==> src/logic/psr_defs.svh <==
// constants for the parallel access shift register
`ifndef PSR_DEFS_SVH
`define PSR_DEFS_SVH

`define PSR_STAGES 4
`define PSR_STAGE_RESET 4'h0
`define PSR_FIFO_DEPTH 8
`define PSR_SYNC_DEPTH 2
`define PSR_STAGE0_BIT 0
`define PSR_STAGE3_BIT 3

`endif

==> src/logic/psr_pkg.sv <==
// types for the parallel access shift register
`default_nettype none

package psr_pkg;

    // pin group sampled from the driving logic
    typedef struct packed {
        logic reg_clk;
        logic clear_n;
        logic shift;
        logic load;
        logic serial;
        logic [3:0] par;
    } psr_pins_t;

    // operation taken at a falling register clock edge
    typedef enum logic [1:0] {
        PSR_HOLD = 2'b00,
        PSR_SHIFT = 2'b01,
        PSR_LOAD = 2'b10
    } psr_mode_t;

endpackage

`default_nettype wire

==> src/logic/psr_sync.sv <==
// two flip-flop synchroniser for a group of pin levels
`timescale 1ns/1ps
`default_nettype none

module psr_sync #(
    parameter int W = 1
) (
    // clock and reset
    input wire logic clk,
    input wire logic rst_n,
    // levels
    input wire logic [W-1:0] d,
    output logic [W-1:0] q
);

    logic [W-1:0] meta;

    // first stage, read only by the second
    always_ff @(posedge clk or negedge rst_n) begin
        if (!rst_n) begin
            meta <= '0;
        end else begin
            meta <= d;
        end
    end

    always_ff @(posedge clk or negedge rst_n) begin
        if (!rst_n) begin
            q <= '0;
        end else begin
            q <= meta;
        end
    end

endmodule // psr_sync

`default_nettype wire

==> src/logic/psr_fifo.sv <==
// synchronous fifo with valid and ready on both sides
`timescale 1ns/1ps
`default_nettype none

module psr_fifo #(
    parameter int WIDTH = 4,
    parameter int DEPTH = 8
) (
    // clock and reset
    input wire logic clk,
    input wire logic rst_n,
    // fill side
    input wire logic in_valid,
    output logic in_ready,
    input wire logic [WIDTH-1:0] in_data,
    // drain side
    output logic out_valid,
    input wire logic out_ready,
    output logic [WIDTH-1:0] out_data
);

    localparam int AW = (DEPTH > 1) ? $clog2(DEPTH) : 1;

    logic [WIDTH-1:0] mem [DEPTH];
    logic [AW-1:0] wr_ptr;
    logic [AW-1:0] rd_ptr;
    logic [AW:0] count;
    logic push;
    logic pop;

    assign in_ready = (count != (AW+1)'(DEPTH));
    assign out_valid = (count != '0);
    assign out_data = mem[rd_ptr];
    assign push = in_valid && in_ready;
    assign pop = out_valid && out_ready;

    // storage
    always_ff @(posedge clk) begin
        if (push) begin
            mem[wr_ptr] <= in_data;
        end
    end

    // pointers
    always_ff @(posedge clk or negedge rst_n) begin
        if (!rst_n) begin
            wr_ptr <= '0;
            rd_ptr <= '0;
        end else begin
            if (push) begin
                wr_ptr <= (wr_ptr == AW'(DEPTH - 1)) ? '0 : wr_ptr + 1'b1;
            end
            if (pop) begin
                rd_ptr <= (rd_ptr == AW'(DEPTH - 1)) ? '0 : rd_ptr + 1'b1;
            end
        end
    end

    // fill level
    always_ff @(posedge clk or negedge rst_n) begin
        if (!rst_n) begin
            count <= '0;
        end else if (push && !pop) begin
            count <= count + 1'b1;
        end else if (pop && !push) begin
            count <= count - 1'b1;
        end
    end

endmodule // psr_fifo

`default_nettype wire

==> src/logic/psr_top.sv <==
// four stage parallel access shift register with snapshot stream
// Functional notes
// - contents change only on falling register clock or while clear is low
// - shift low, load high: copy parallel inputs
// - during load serial input is ignored
// - shift high shifts right, load ignored
// - first stage takes serial, others previous stage
// - shift and load low: contents held
// - clear low forces all stages low
// - inverted output mirrors fourth stage inverse
// - clear and inverted output only in variant
`timescale 1ns/1ps
`default_nettype none
`include "psr_defs.svh"

module psr_top #(
    parameter bit HAS_CLEAR = 1'b1,
    parameter int STAGES = `PSR_STAGES,
    parameter int FIFO_DEPTH = `PSR_FIFO_DEPTH
) (
    // clock and reset
    input wire logic clk,
    input wire logic rst_n,
    // register pins from the driving logic
    input wire logic reg_clk,
    input wire logic clear_n,
    input wire logic shift,
    input wire logic load,
    input wire logic serial_in,
    input wire logic [3:0] par_in,
    // stage outputs
    output logic stage0_out,
    output logic stage1_out,
    output logic stage2_out,
    output logic stage3_out,
    output logic stage3_out_inverted,
    // snapshot stream after each operation
    output logic snap_valid,
    input wire logic snap_ready,
    output logic [3:0] snap_data,
    output logic snap_accept,
    output logic snap_dropped
);

    // ------------------------------------------------------------
    // pin synchronisation
    // ------------------------------------------------------------

    psr_pkg::psr_pins_t pins_raw;
    psr_pkg::psr_pins_t pins;

    assign pins_raw.reg_clk = reg_clk;
    assign pins_raw.clear_n = HAS_CLEAR ? clear_n : 1'b1;
    assign pins_raw.shift = shift;
    assign pins_raw.load = load;
    assign pins_raw.serial = serial_in;
    assign pins_raw.par = par_in;

    psr_sync #(
        .W($bits(psr_pkg::psr_pins_t))
    ) u_sync (
        .clk(clk),
        .rst_n(rst_n),
        .d(pins_raw),
        .q(pins)
    );

    // ------------------------------------------------------------
    // falling edge detection
    // ------------------------------------------------------------

    logic reg_clk_prev;
    logic fall;
    logic clr_active;

    always_ff @(posedge clk or negedge rst_n) begin
        if (!rst_n) begin
            reg_clk_prev <= 1'b0;
        end else begin
            reg_clk_prev <= pins.reg_clk;
        end
    end

    assign fall = reg_clk_prev && !pins.reg_clk;
    assign clr_active = HAS_CLEAR && !pins.clear_n;

    // ------------------------------------------------------------
    // mode decode
    // ------------------------------------------------------------

    psr_pkg::psr_mode_t mode;

    always_comb begin
        if (pins.shift) begin
            mode = psr_pkg::PSR_SHIFT;
        end else if (pins.load) begin
            mode = psr_pkg::PSR_LOAD;
        end else begin
            mode = psr_pkg::PSR_HOLD;
        end
    end

    // ------------------------------------------------------------
    // stage update
    // ------------------------------------------------------------

    logic [STAGES-1:0] stage;
    logic [STAGES-1:0] next_stage;

    always_comb begin
        case (mode)
            psr_pkg::PSR_SHIFT: begin
                next_stage = {stage[STAGES-2:0], pins.serial};
            end
            psr_pkg::PSR_LOAD: begin
                next_stage = STAGES'(pins.par);
            end
            psr_pkg::PSR_HOLD: begin
                next_stage = stage;
            end
            default: begin
                next_stage = stage;
            end
        endcase
    end

    always_ff @(posedge clk or negedge rst_n) begin
        if (!rst_n) begin
            stage <= `PSR_STAGE_RESET;
        end else if (clr_active) begin
            stage <= '0;
        end else if (fall) begin
            stage <= next_stage;
        end
    end

    // ------------------------------------------------------------
    // outputs
    // ------------------------------------------------------------

    assign stage0_out = stage[`PSR_STAGE0_BIT];
    assign stage1_out = stage[1];
    assign stage2_out = stage[2];
    assign stage3_out = stage[`PSR_STAGE3_BIT];

    assign stage3_out_inverted = HAS_CLEAR ? !stage[`PSR_STAGE3_BIT] : 1'b0;

    // ------------------------------------------------------------
    // snapshot fifo
    // ------------------------------------------------------------

    logic snap_push;
    logic [3:0] snap_in;

    assign snap_push = fall && !clr_active;
    assign snap_in = 4'(next_stage);

    psr_fifo #(
        .WIDTH(4),
        .DEPTH(FIFO_DEPTH)
    ) u_fifo (
        .clk(clk),
        .rst_n(rst_n),
        .in_valid(snap_push),
        .in_ready(snap_accept),
        .in_data(snap_in),
        .out_valid(snap_valid),
        .out_ready(snap_ready),
        .out_data(snap_data)
    );

    // sticky lost snapshot flag
    always_ff @(posedge clk or negedge rst_n) begin
        if (!rst_n) begin
            snap_dropped <= 1'b0;
        end else if (snap_push && !snap_accept) begin
            snap_dropped <= 1'b1;
        end
    end

    // ------------------------------------------------------------
    // checks
    // ------------------------------------------------------------

    AST_NO_EDGE_STABLE: assert property (@(posedge clk) disable iff (!rst_n)
        !fall && !clr_active |=> $stable(stage))
        else $error("stage changed without falling edge");

    AST_LOAD_COPY: assert property (@(posedge clk) disable iff (!rst_n)
        fall && !clr_active && !pins.shift && pins.load |=> stage == $past(pins.par))
        else $error("load did not copy parallel inputs");

    AST_LOAD_NO_SERIAL: assert property (@(posedge clk) disable iff (!rst_n)
        fall && !clr_active && !pins.shift && pins.load
        |=> stage0_out == $past(pins.par[0]) && stage1_out == $past(pins.par[1]))
        else $error("load took serial or neighbour data");

    AST_SHIFT_OVER_LOAD: assert property (@(posedge clk) disable iff (!rst_n)
        fall && !clr_active && pins.shift && pins.load
        |=> stage[STAGES-1:1] == $past(stage[STAGES-2:0]))
        else $error("load overrode shift");

    AST_SHIFT_RIGHT: assert property (@(posedge clk) disable iff (!rst_n)
        fall && !clr_active && pins.shift
        |=> stage == {$past(stage[STAGES-2:0]), $past(pins.serial)})
        else $error("shift right wrong");

    AST_HOLD_MODE: assert property (@(posedge clk) disable iff (!rst_n)
        fall && !clr_active && !pins.shift && !pins.load |=> $stable(stage))
        else $error("hold mode changed contents");

    AST_CLEAR_ZERO: assert property (@(posedge clk) disable iff (!rst_n)
        clr_active |=> stage == '0 && stage3_out_inverted)
        else $error("clear did not empty stages");

    AST_INVERTED_OUT: assert property (@(posedge clk) disable iff (!rst_n)
        HAS_CLEAR |-> stage3_out_inverted != stage3_out)
        else $error("inverted output does not mirror stage three");

    // basic variant keeps contents through clear pin
    AST_BASIC_NO_CLEAR: assert property (@(posedge clk) disable iff (!rst_n)
        !HAS_CLEAR |-> !clr_active && !stage3_out_inverted)
        else $error("basic variant shows clear behaviour");

    // pin fall detected two cycles after sampling
    AST_PIN_LATENCY: assert property (@(posedge clk) disable iff (!rst_n)
        $fell(reg_clk) ##1 !reg_clk ##1 !reg_clk |-> fall || clr_active)
        else $error("pin edge not seen in time");

    // snapshot flag sets on overflow
    AST_SNAP_DROP: assert property (@(posedge clk) disable iff (!rst_n)
        snap_push && !snap_accept |=> snap_dropped)
        else $error("lost snapshot not flagged");

    AST_RISE_NO_CHANGE: assert property (@(posedge clk) disable iff (!rst_n)
        $rose(pins.reg_clk) && !clr_active |=> $stable(stage))
        else $error("stage changed on rising register clock");

    AST_LOAD_UPPER: assert property (@(posedge clk) disable iff (!rst_n)
        fall && !clr_active && !pins.shift && pins.load
        |=> stage2_out == $past(pins.par[2]) && stage3_out == $past(pins.par[3]))
        else $error("load did not reach upper stages");

    AST_SHIFT_SERIAL_IN: assert property (@(posedge clk) disable iff (!rst_n)
        fall && !clr_active && pins.shift |=> stage0_out == $past(pins.serial))
        else $error("serial level not in first stage");

    AST_SHIFT_CHAIN_OUT: assert property (@(posedge clk) disable iff (!rst_n)
        fall && !clr_active && pins.shift
        |=> stage1_out == $past(stage0_out) && stage2_out == $past(stage1_out)
            && stage3_out == $past(stage2_out))
        else $error("stage outputs did not move right");

    AST_HOLD_OUTPUTS: assert property (@(posedge clk) disable iff (!rst_n)
        fall && !clr_active && !pins.shift && !pins.load
        |=> stage0_out == $past(stage0_out) && stage3_out == $past(stage3_out))
        else $error("hold mode changed outputs");

    AST_CLEAR_OVER_EDGE: assert property (@(posedge clk) disable iff (!rst_n)
        clr_active && fall |=> stage == '0)
        else $error("edge acted during clear");

    // lost snapshot still updates stages
    AST_DROP_KEEPS_UPDATE: assert property (@(posedge clk) disable iff (!rst_n)
        snap_push && !snap_accept |=> stage == $past(next_stage))
        else $error("full fifo blocked the stage update");

    // first snapshot lands at fifo head
    AST_SNAP_HEAD: assert property (@(posedge clk) disable iff (!rst_n)
        snap_push && snap_accept && !snap_valid |=> snap_valid && snap_data == 4'(stage))
        else $error("snapshot head differs from stages");

    // empty fifo stays empty without push
    AST_SNAP_EMPTY: assert property (@(posedge clk) disable iff (!rst_n)
        !snap_valid && !snap_push |=> !snap_valid)
        else $error("snapshot appeared without push");

    // lost snapshot flag is sticky
    AST_DROP_STICKY: assert property (@(posedge clk) disable iff (!rst_n)
        snap_dropped |=> snap_dropped)
        else $error("lost snapshot flag cleared");

endmodule // psr_top

`default_nettype wire

==> config.mk <==
export PLATFORM = sky130hd
export DESIGN_NAME = psr_top
export DESIGN_NICKNAME = d
export VERILOG_FILES = /design/src/logic/psr_pkg.sv /design/src/logic/psr_sync.sv /design/src/logic/psr_fifo.sv /design/src/logic/psr_top.sv
export VERILOG_INCLUDE_DIRS = /design/src /design/src/logic
export SDC_FILE = /design/constraint.sdc
export NUM_CORES = 1
export LEC_CHECK = 0
export BUFFER_PORTS_ARGS = -buffer_cell sky130_fd_sc_hd__buf_2
export CORE_MARGIN = 5
export CORE_UTILIZATION = 35
export CTS_CLUSTER_DIAMETER = 60
export DETAILED_ROUTE_END_ITERATION = 8
export PLACE_DENSITY = 0.63
export SYNTH_ARGS = -nofsm -noshare
export SYNTH_HDL_FRONTEND = slang
export SYNTH_SLANG_ARGS = --single-unit
==> constraint.sdc <==
create_clock -name clk -period 3.1 [get_ports clk]
set_input_delay 0.155 -clock clk [delete_from_list [all_inputs] [get_ports clk]]
set_output_delay 0.155 -clock clk [all_outputs]
set_load 0.05 [all_outputs]
======== Yosys cells after proc, flatten, opt, wreduce, memory -nomap -nowiden ========
Memory sizes are Yosys's and may differ from the RTL's.
Cells that the tools add are included.
cells by class
  multiplexer cells ....................... 11
  multiply operators ...................... 0
  divide/modulo/power cells ............... 0
  bitwise operators ....................... 0
  $add $sub $neg .......................... 4
  shifts and indexed selects .............. 0
  magnitude comparators ................... 0
  reductions and logical operators ........ 14
  equality and inequality tests ........... 6
operators with widths
  cell                                                                    count
  4-bit two-way mux                                                       4
  4-bit case mux with 2 select lines                                      1
  1-bit logical AND                                                       7
  3-bit by 1-bit adder with 3-bit output (second input constant)          2
  3-bit equality test (second input constant)                             2
  3-bit two-way mux                                                       2
  1-bit logical NOT                                                       5
  4-bit by 1-bit adder with 4-bit output (second input constant)          1
  2-bit two-way mux                                                       2
  4-bit inequality test (second input constant)                           1
  4-bit nonzero test                                                      1
  4-bit by 1-bit subtractor with 4-bit output (second input constant)     1
  2-bit by 1-bit equality test with 1-bit output (second input constant)  1
  2-bit equality test (second input constant)                             1
  1-bit two-way mux                                                       2
  2-bit inequality test (second input constant)                           1
  2-bit nonzero test                                                      1
storage, ports and cells
  register bits ........................... 34
  memories ................................ 1
  RAM bits ................................ 32
  latch bits .............................. 0
  ROM bits ................................ 0
  output and inout port bits .............. 12
  input bits .............................. 12
memory list
  memory      words  width  rd ports  clocked after memory_dff  write ports  line            RTL
  u_fifo.mem  8      4      1         0                         1            psr_fifo.sv:24  logic [WIDTH-1:0] mem [DEPTH];

======== Depth between registers and ports, before layout ========
  depth in word-level cells ............... 8
  mapped depth ............................ 10
  depth with buffers taken out ............ 9

======== Modules after synthesis ========
Synthesis repeated with hierarchy kept, for this count alone.
unflattened totals
  cell total of the unflattened synthesis .. 165
  area total of the unflattened synthesis .. 2713.9 µm²
by module, submodules not included
  module    area an instance (µm²)  sequential area each (µm²)  instances  cells an instance
  psr_fifo  1898.1                  1211.2                      1          110
  psr_sync  450.4                   450.4                       1          18
  psr_top   365.4                   150.1                       1          37

======== Worst setup path before layout ========
OpenSTA, ideal clock, no wires.
  path kind ............................... register to register
  start point ............................. register u_fifo.count[0]
  end point ............................... register u_fifo.count[3]
  path buffers ............................ 1
  stages on the path, launching flop included .. 11
  setup slack ............................. 378 ps
  data required time ...................... 2969 ps
  arrival ................................. 2592 ps
  period minus slack after synthesis ...... 2722 ps
  path through ............................ dfrtp_1 -> or4b_1 -> buf_2 -> nand3_4 -> inv_1 -> ha_1 -> inv_1 -> ha_1 -> or4_1 -> o211ai_1 -> o211ai_1
between the ends
  word-level cells in the longest chain between the ends .. 5
  elaborated cells between the ends (all ways) .. 13
RTL lines
  element                              line            RTL
  start, declared                      psr_fifo.sv:27  logic [AW:0] count;
  start signal, assigned               psr_fifo.sv:64  count <= count + 1'b1;
  start signal, assigned               psr_fifo.sv:66  count <= count - 1'b1;
  4-bit inequality test (*)            psr_fifo.sv:31  assign in_ready = (count != (AW+1)'(DEPTH));
  named net snap_accept                psr_top.sv:41   output logic snap_accept,
  1-bit logical AND (*)                psr_fifo.sv:34  assign push = in_valid && in_ready;
  named net u_fifo.push                psr_fifo.sv:28  logic push;
  1-bit logical NOT                    psr_fifo.sv:65  end else if (pop && !push) begin
  1-bit logical AND                    psr_fifo.sv:65
  2-bit nonzero test (no source line)  n/a
The timed path passes the listed nets; every way through them passes the cells marked *. The select of a mux whose other input is x is not followed.
A chain may end at the register's enable or synchronous reset.

======== Worst setup path after layout ========
  start point ............................. register u_fifo.count[0]
  end point ............................... register u_fifo.count[3]
between the ends
  word-level cells in the longest chain between the ends .. 5
  elaborated cells between the ends (all ways) .. 13
RTL lines
  element                              line
  4-bit inequality test (*)            psr_fifo.sv:31
  1-bit logical AND (*)                psr_fifo.sv:34
  named net u_fifo.push                psr_fifo.sv:28
  1-bit logical NOT                    psr_fifo.sv:65
  1-bit logical AND                    psr_fifo.sv:65
  2-bit nonzero test (no source line)  n/a
Marks and branches as above.

==> summary.txt <==
Power and ir drop
  – Clock Power Share: 27.0%
  – Switching power: approximately 900 µW
  – Peak supply drop: 296 µV
  – Sw frac: about a third
  – Int Pwr: 1850 µW
  – Leakage: 0.00124 µW
  – P per Cell Area: approximately 850 mW/mm²
  – Comb power frac: between 20 and 30%
  – Flop pwr share: 43.8%
  – Total power: 2740 µW

Synthesis
  – EDFF count, synth: 32
  – Synth area leaders: edfxtp_1 36%, dfrtp_1 32%, mux4_2 6.7%
  – Syn Area/Cell: around 16 µm²
  – Seq/Total Area, Yosys: about two thirds
  – Ys async rst share: 51.5%
  – Syn. warnings: 0
  – Distinct cells, synth: 34
  – Yosys top cell area share: roughly 36%
  – Number of synthesized register bits: 66
  – Top_reg_cell synth: dfrtp_1
  – Largest area contributor in the netlist: edfxtp_1
  – Syn_nets: 185
  – Cells after Synth: 165
  – Mapped cell area: 0.00270 mm²

Drt
  – Iter 0 DRT Violations: just over 60
  – DRT Pass-1 Iters: 4
  – Wirelength, routed: 4.53 mm
  – Vias per inst: 4.63
  – Drt wl/cell: 14.6 µm
  – DRC: 0
  – Final ANT Viol Nets: 0
  – Via count of the routed design: 1,440

Place
  – DP Area: 0.00293 mm²
  – GP Congestion: 0.721
  – Port-buffer cells: 23
  – HPWL after detailed placement: 3.12 mm

Timing
  – Part of the cycle the worst path needs: 90.2%
  – TNS Setup: 0 ps
  – Endpoints failing setup: 0
  – Peak Freq: 358 MHz
  – WHS: 251 ps
  – Max-slew violation count: 0
  – Relative slew slack: 50.6%
  – Setup repair after global routing missed its margin: false
  – Worst-Margin Slew: 740 ps
  – Worst Skew: 3.61 ps
  – Final Hold Fails: 0
  – Final worst path period need: ~2800 ps

CTS
  – Clk buf depth: 2
  – CTS tree: done
  – # clock sinks: 66
  – Htree depth: 3
  – Worst skew pair latency: 330 ps
  – CTS Buf Count: 9
  – Clk slew on worst S/H paths: 70 ps
  – # resized after CTS: 0
  – Root buf cell: clkbuf_8

Setup path
  – R2r worst-path depth: 9
  – RR Startpoint: u_fifo.count[0]$_DFFE_PN0P_
  – FF-to-FF setup slack: 300 ps
  – CP required: 3310 ps
  – RR Endpoint: u_fifo.count[3]$_DFFE_PN0P_
  – CP Capture Type: flip-flop
  – Critical-path top delay cell: or4b_1
  – Worst EP arrival: around 3000 ps
  – CP Max Fanout: 8
  – Crit path kind: reg2reg
  – CP cell instances: or4b_1, nand3_4, inv_1, ha_1, inv_1, ha_1, or4_1, o211ai_1, o211ai_1
  – Largest stage delay, worst path: 670 ps
  – CP Launch Type: flip-flop
  – Delay-heaviest family, CP: simple AND/OR/NAND/NOR gates
  – Worst setup startpoint: u_fifo.count[0]$_DFFE_PN0P_
  – Bufs and invs on worst path: 2

Min path
  – Hold Path Class: in2reg
  – Min-delay src: snap_ready
  – Worst Hold Path EP: u_fifo.rd_ptr[2]$_DFFE_PN0P_
  – Cells on Worst Hold Path: 3

Finish
  – Area delta synth->final: 19.6%
  – Layout cells sized above 1: ~29%
  – Most frequent cells in the layout: 34 x dfrtp_1, 32 x edfxtp_1, 23 x buf_2, 12 x mux2_2, 10 x dlygate4sd3_1
  – Final Cell Area: 0.00322 mm²
  – Most common cell after layout, fill and taps aside: dfrtp_1
  – Final Util: 42.4%
  – Antenna Cells: 0
  – Nets@finish: 225
  – Fill cells: 704
  – Storage element area: 0.00181 mm²
  – Multi-input logic area: 845 µm²

GRT
  – GRT overflow: 0
  – Antenna violations before repair: 0
  – Gr usage total: around a tenth
  – First-pass GRT wire length: about 7.7 mm
  – Vias in the first global route: between 1.5k and 2k
  – Largest net degree at the start of global routing: 35

Floorplan
  – IO Pins: 24
  – Cell Rows: 32
  – Die area: ~0.0096 mm²
  – Core area: between 0.007 and 0.008 mm²
  – Horiz. Die Dim: approximately 100 µm
  – Die height: 97.8 µm
  – Initial Utilization: 35.4%

Job
  – Max_cap viols: 0

Status
  – Status: completed
cells in the mapped netlist, types with 3 or more instances:
| library cell | n |
|---|---|
| mux2_2 | 12 |
| edfxtp_1 | 32 |
| inv_1 | 3 |
| a21boi_0 | 4 |
| mux4_2 | 8 |
| clkbuf_1 | 3 |
| ha_1 | 7 |
| dfrtp_1 | 34 |
| o21a_1 | 4 |
| nand2_1 | 9 |
| mux2_4 | 3 |
| nor2_1 | 5 |
| nor3_1 | 5 |
| o211ai_1 | 6 |
| nand2b_1 | 7 |
layer usage:
layer | GRT usage, % | vias to the layer above | part of all wire (%)
li1 | - | 702 | -
met1 | 13.2 | 708 | 46
met2 | 15.9 | 25 | 48
met3 | 4.00 | 5 | 4.4
met4 | 5.75 | 0 | 1.8
met5 | 0 | - | 0
power by group through the flow:
stage	registers (µW)	logic (µW)	clock network (µW)
after global routing	1230	883	812
after floorplan	1160	686	0
after global placement	1220	796	0
after CTS	1210	817	762
after detailed placement	1220	803	0
final	1200	803	740
worst min-delay path, cell delays in order:
cell	delay (ps)
buf_2	100
nand2_1	130
mux2_2	170
cells by family after synthesis:
| group | count (synthesis) | synth area share, % |
|---|---|---|
| flip-flops | 66 | 67.2 |
| AND/OR/NAND/NOR | 37 | 7.80 |
| multiplexers | 24 | 13.7 |
| AO/OA/AOI/OAI | 19 | 5.15 |
| buffers and inverters | 9 | 1.48 |
| adder cells (fa/ha/maj) | 8 | 3.99 |
| XOR/XNOR | 2 | 0.650 |
area by class of cell:
cell class              instances  share of cell area (%)
inverters                       3                   0.349
repair buffers                 35                    7.14
flip-flops and latches         66                    56.2
well taps                     102                    3.96
multi-input cells              90                    26.2
clock buffers                  11                    4.07
clock inverters                 4                    2.10
what timing repair did:
| item | in CTS | in global routing |
|---|---|---|
| buffers inserted | 0 | 0 |
| hold endpoints to repair | 43 | 0 |
| hold buffers | 10 | 0 |
flip-flops by register name, summed over array words and instances (netlist names):
register,count
u_fifo.mem,32
u_sync.meta,9
u_sync.q,9
stage,4
u_fifo.count,4
u_fifo.rd_ptr,3
u_fifo.wr_ptr,3
reg_clk_prev,1
snap_dropped,1
stage by stage:
step | std cells | setup slack [ps]
2_1_floorplan | 165 | 378
3_3_place_gp | 286 | 393
3_5_place_dp | 286 | 304
4_1_cts | 311 | 290
5_1_grt | 311 | 133
6_report | 311 | 303
worst max-delay path by stage:
stage                             endpoint  slack (ps)  cells past startpoint
2_1_floorplan  u_fifo.count[3]$_DFFE_PN0P_         380                     10
3_3_place_gp   u_fifo.count[3]$_DFFE_PN0P_         390                      9
3_5_place_dp   u_fifo.count[3]$_DFFE_PN0P_         300                      9
4_1_cts        u_fifo.count[3]$_DFFE_PN0P_         290                      9
5_1_grt        u_fifo.count[3]$_DFFE_PN0P_         130                      9
6_report       u_fifo.count[3]$_DFFE_PN0P_         300                      9
Power figures use the tool's default switching activity.
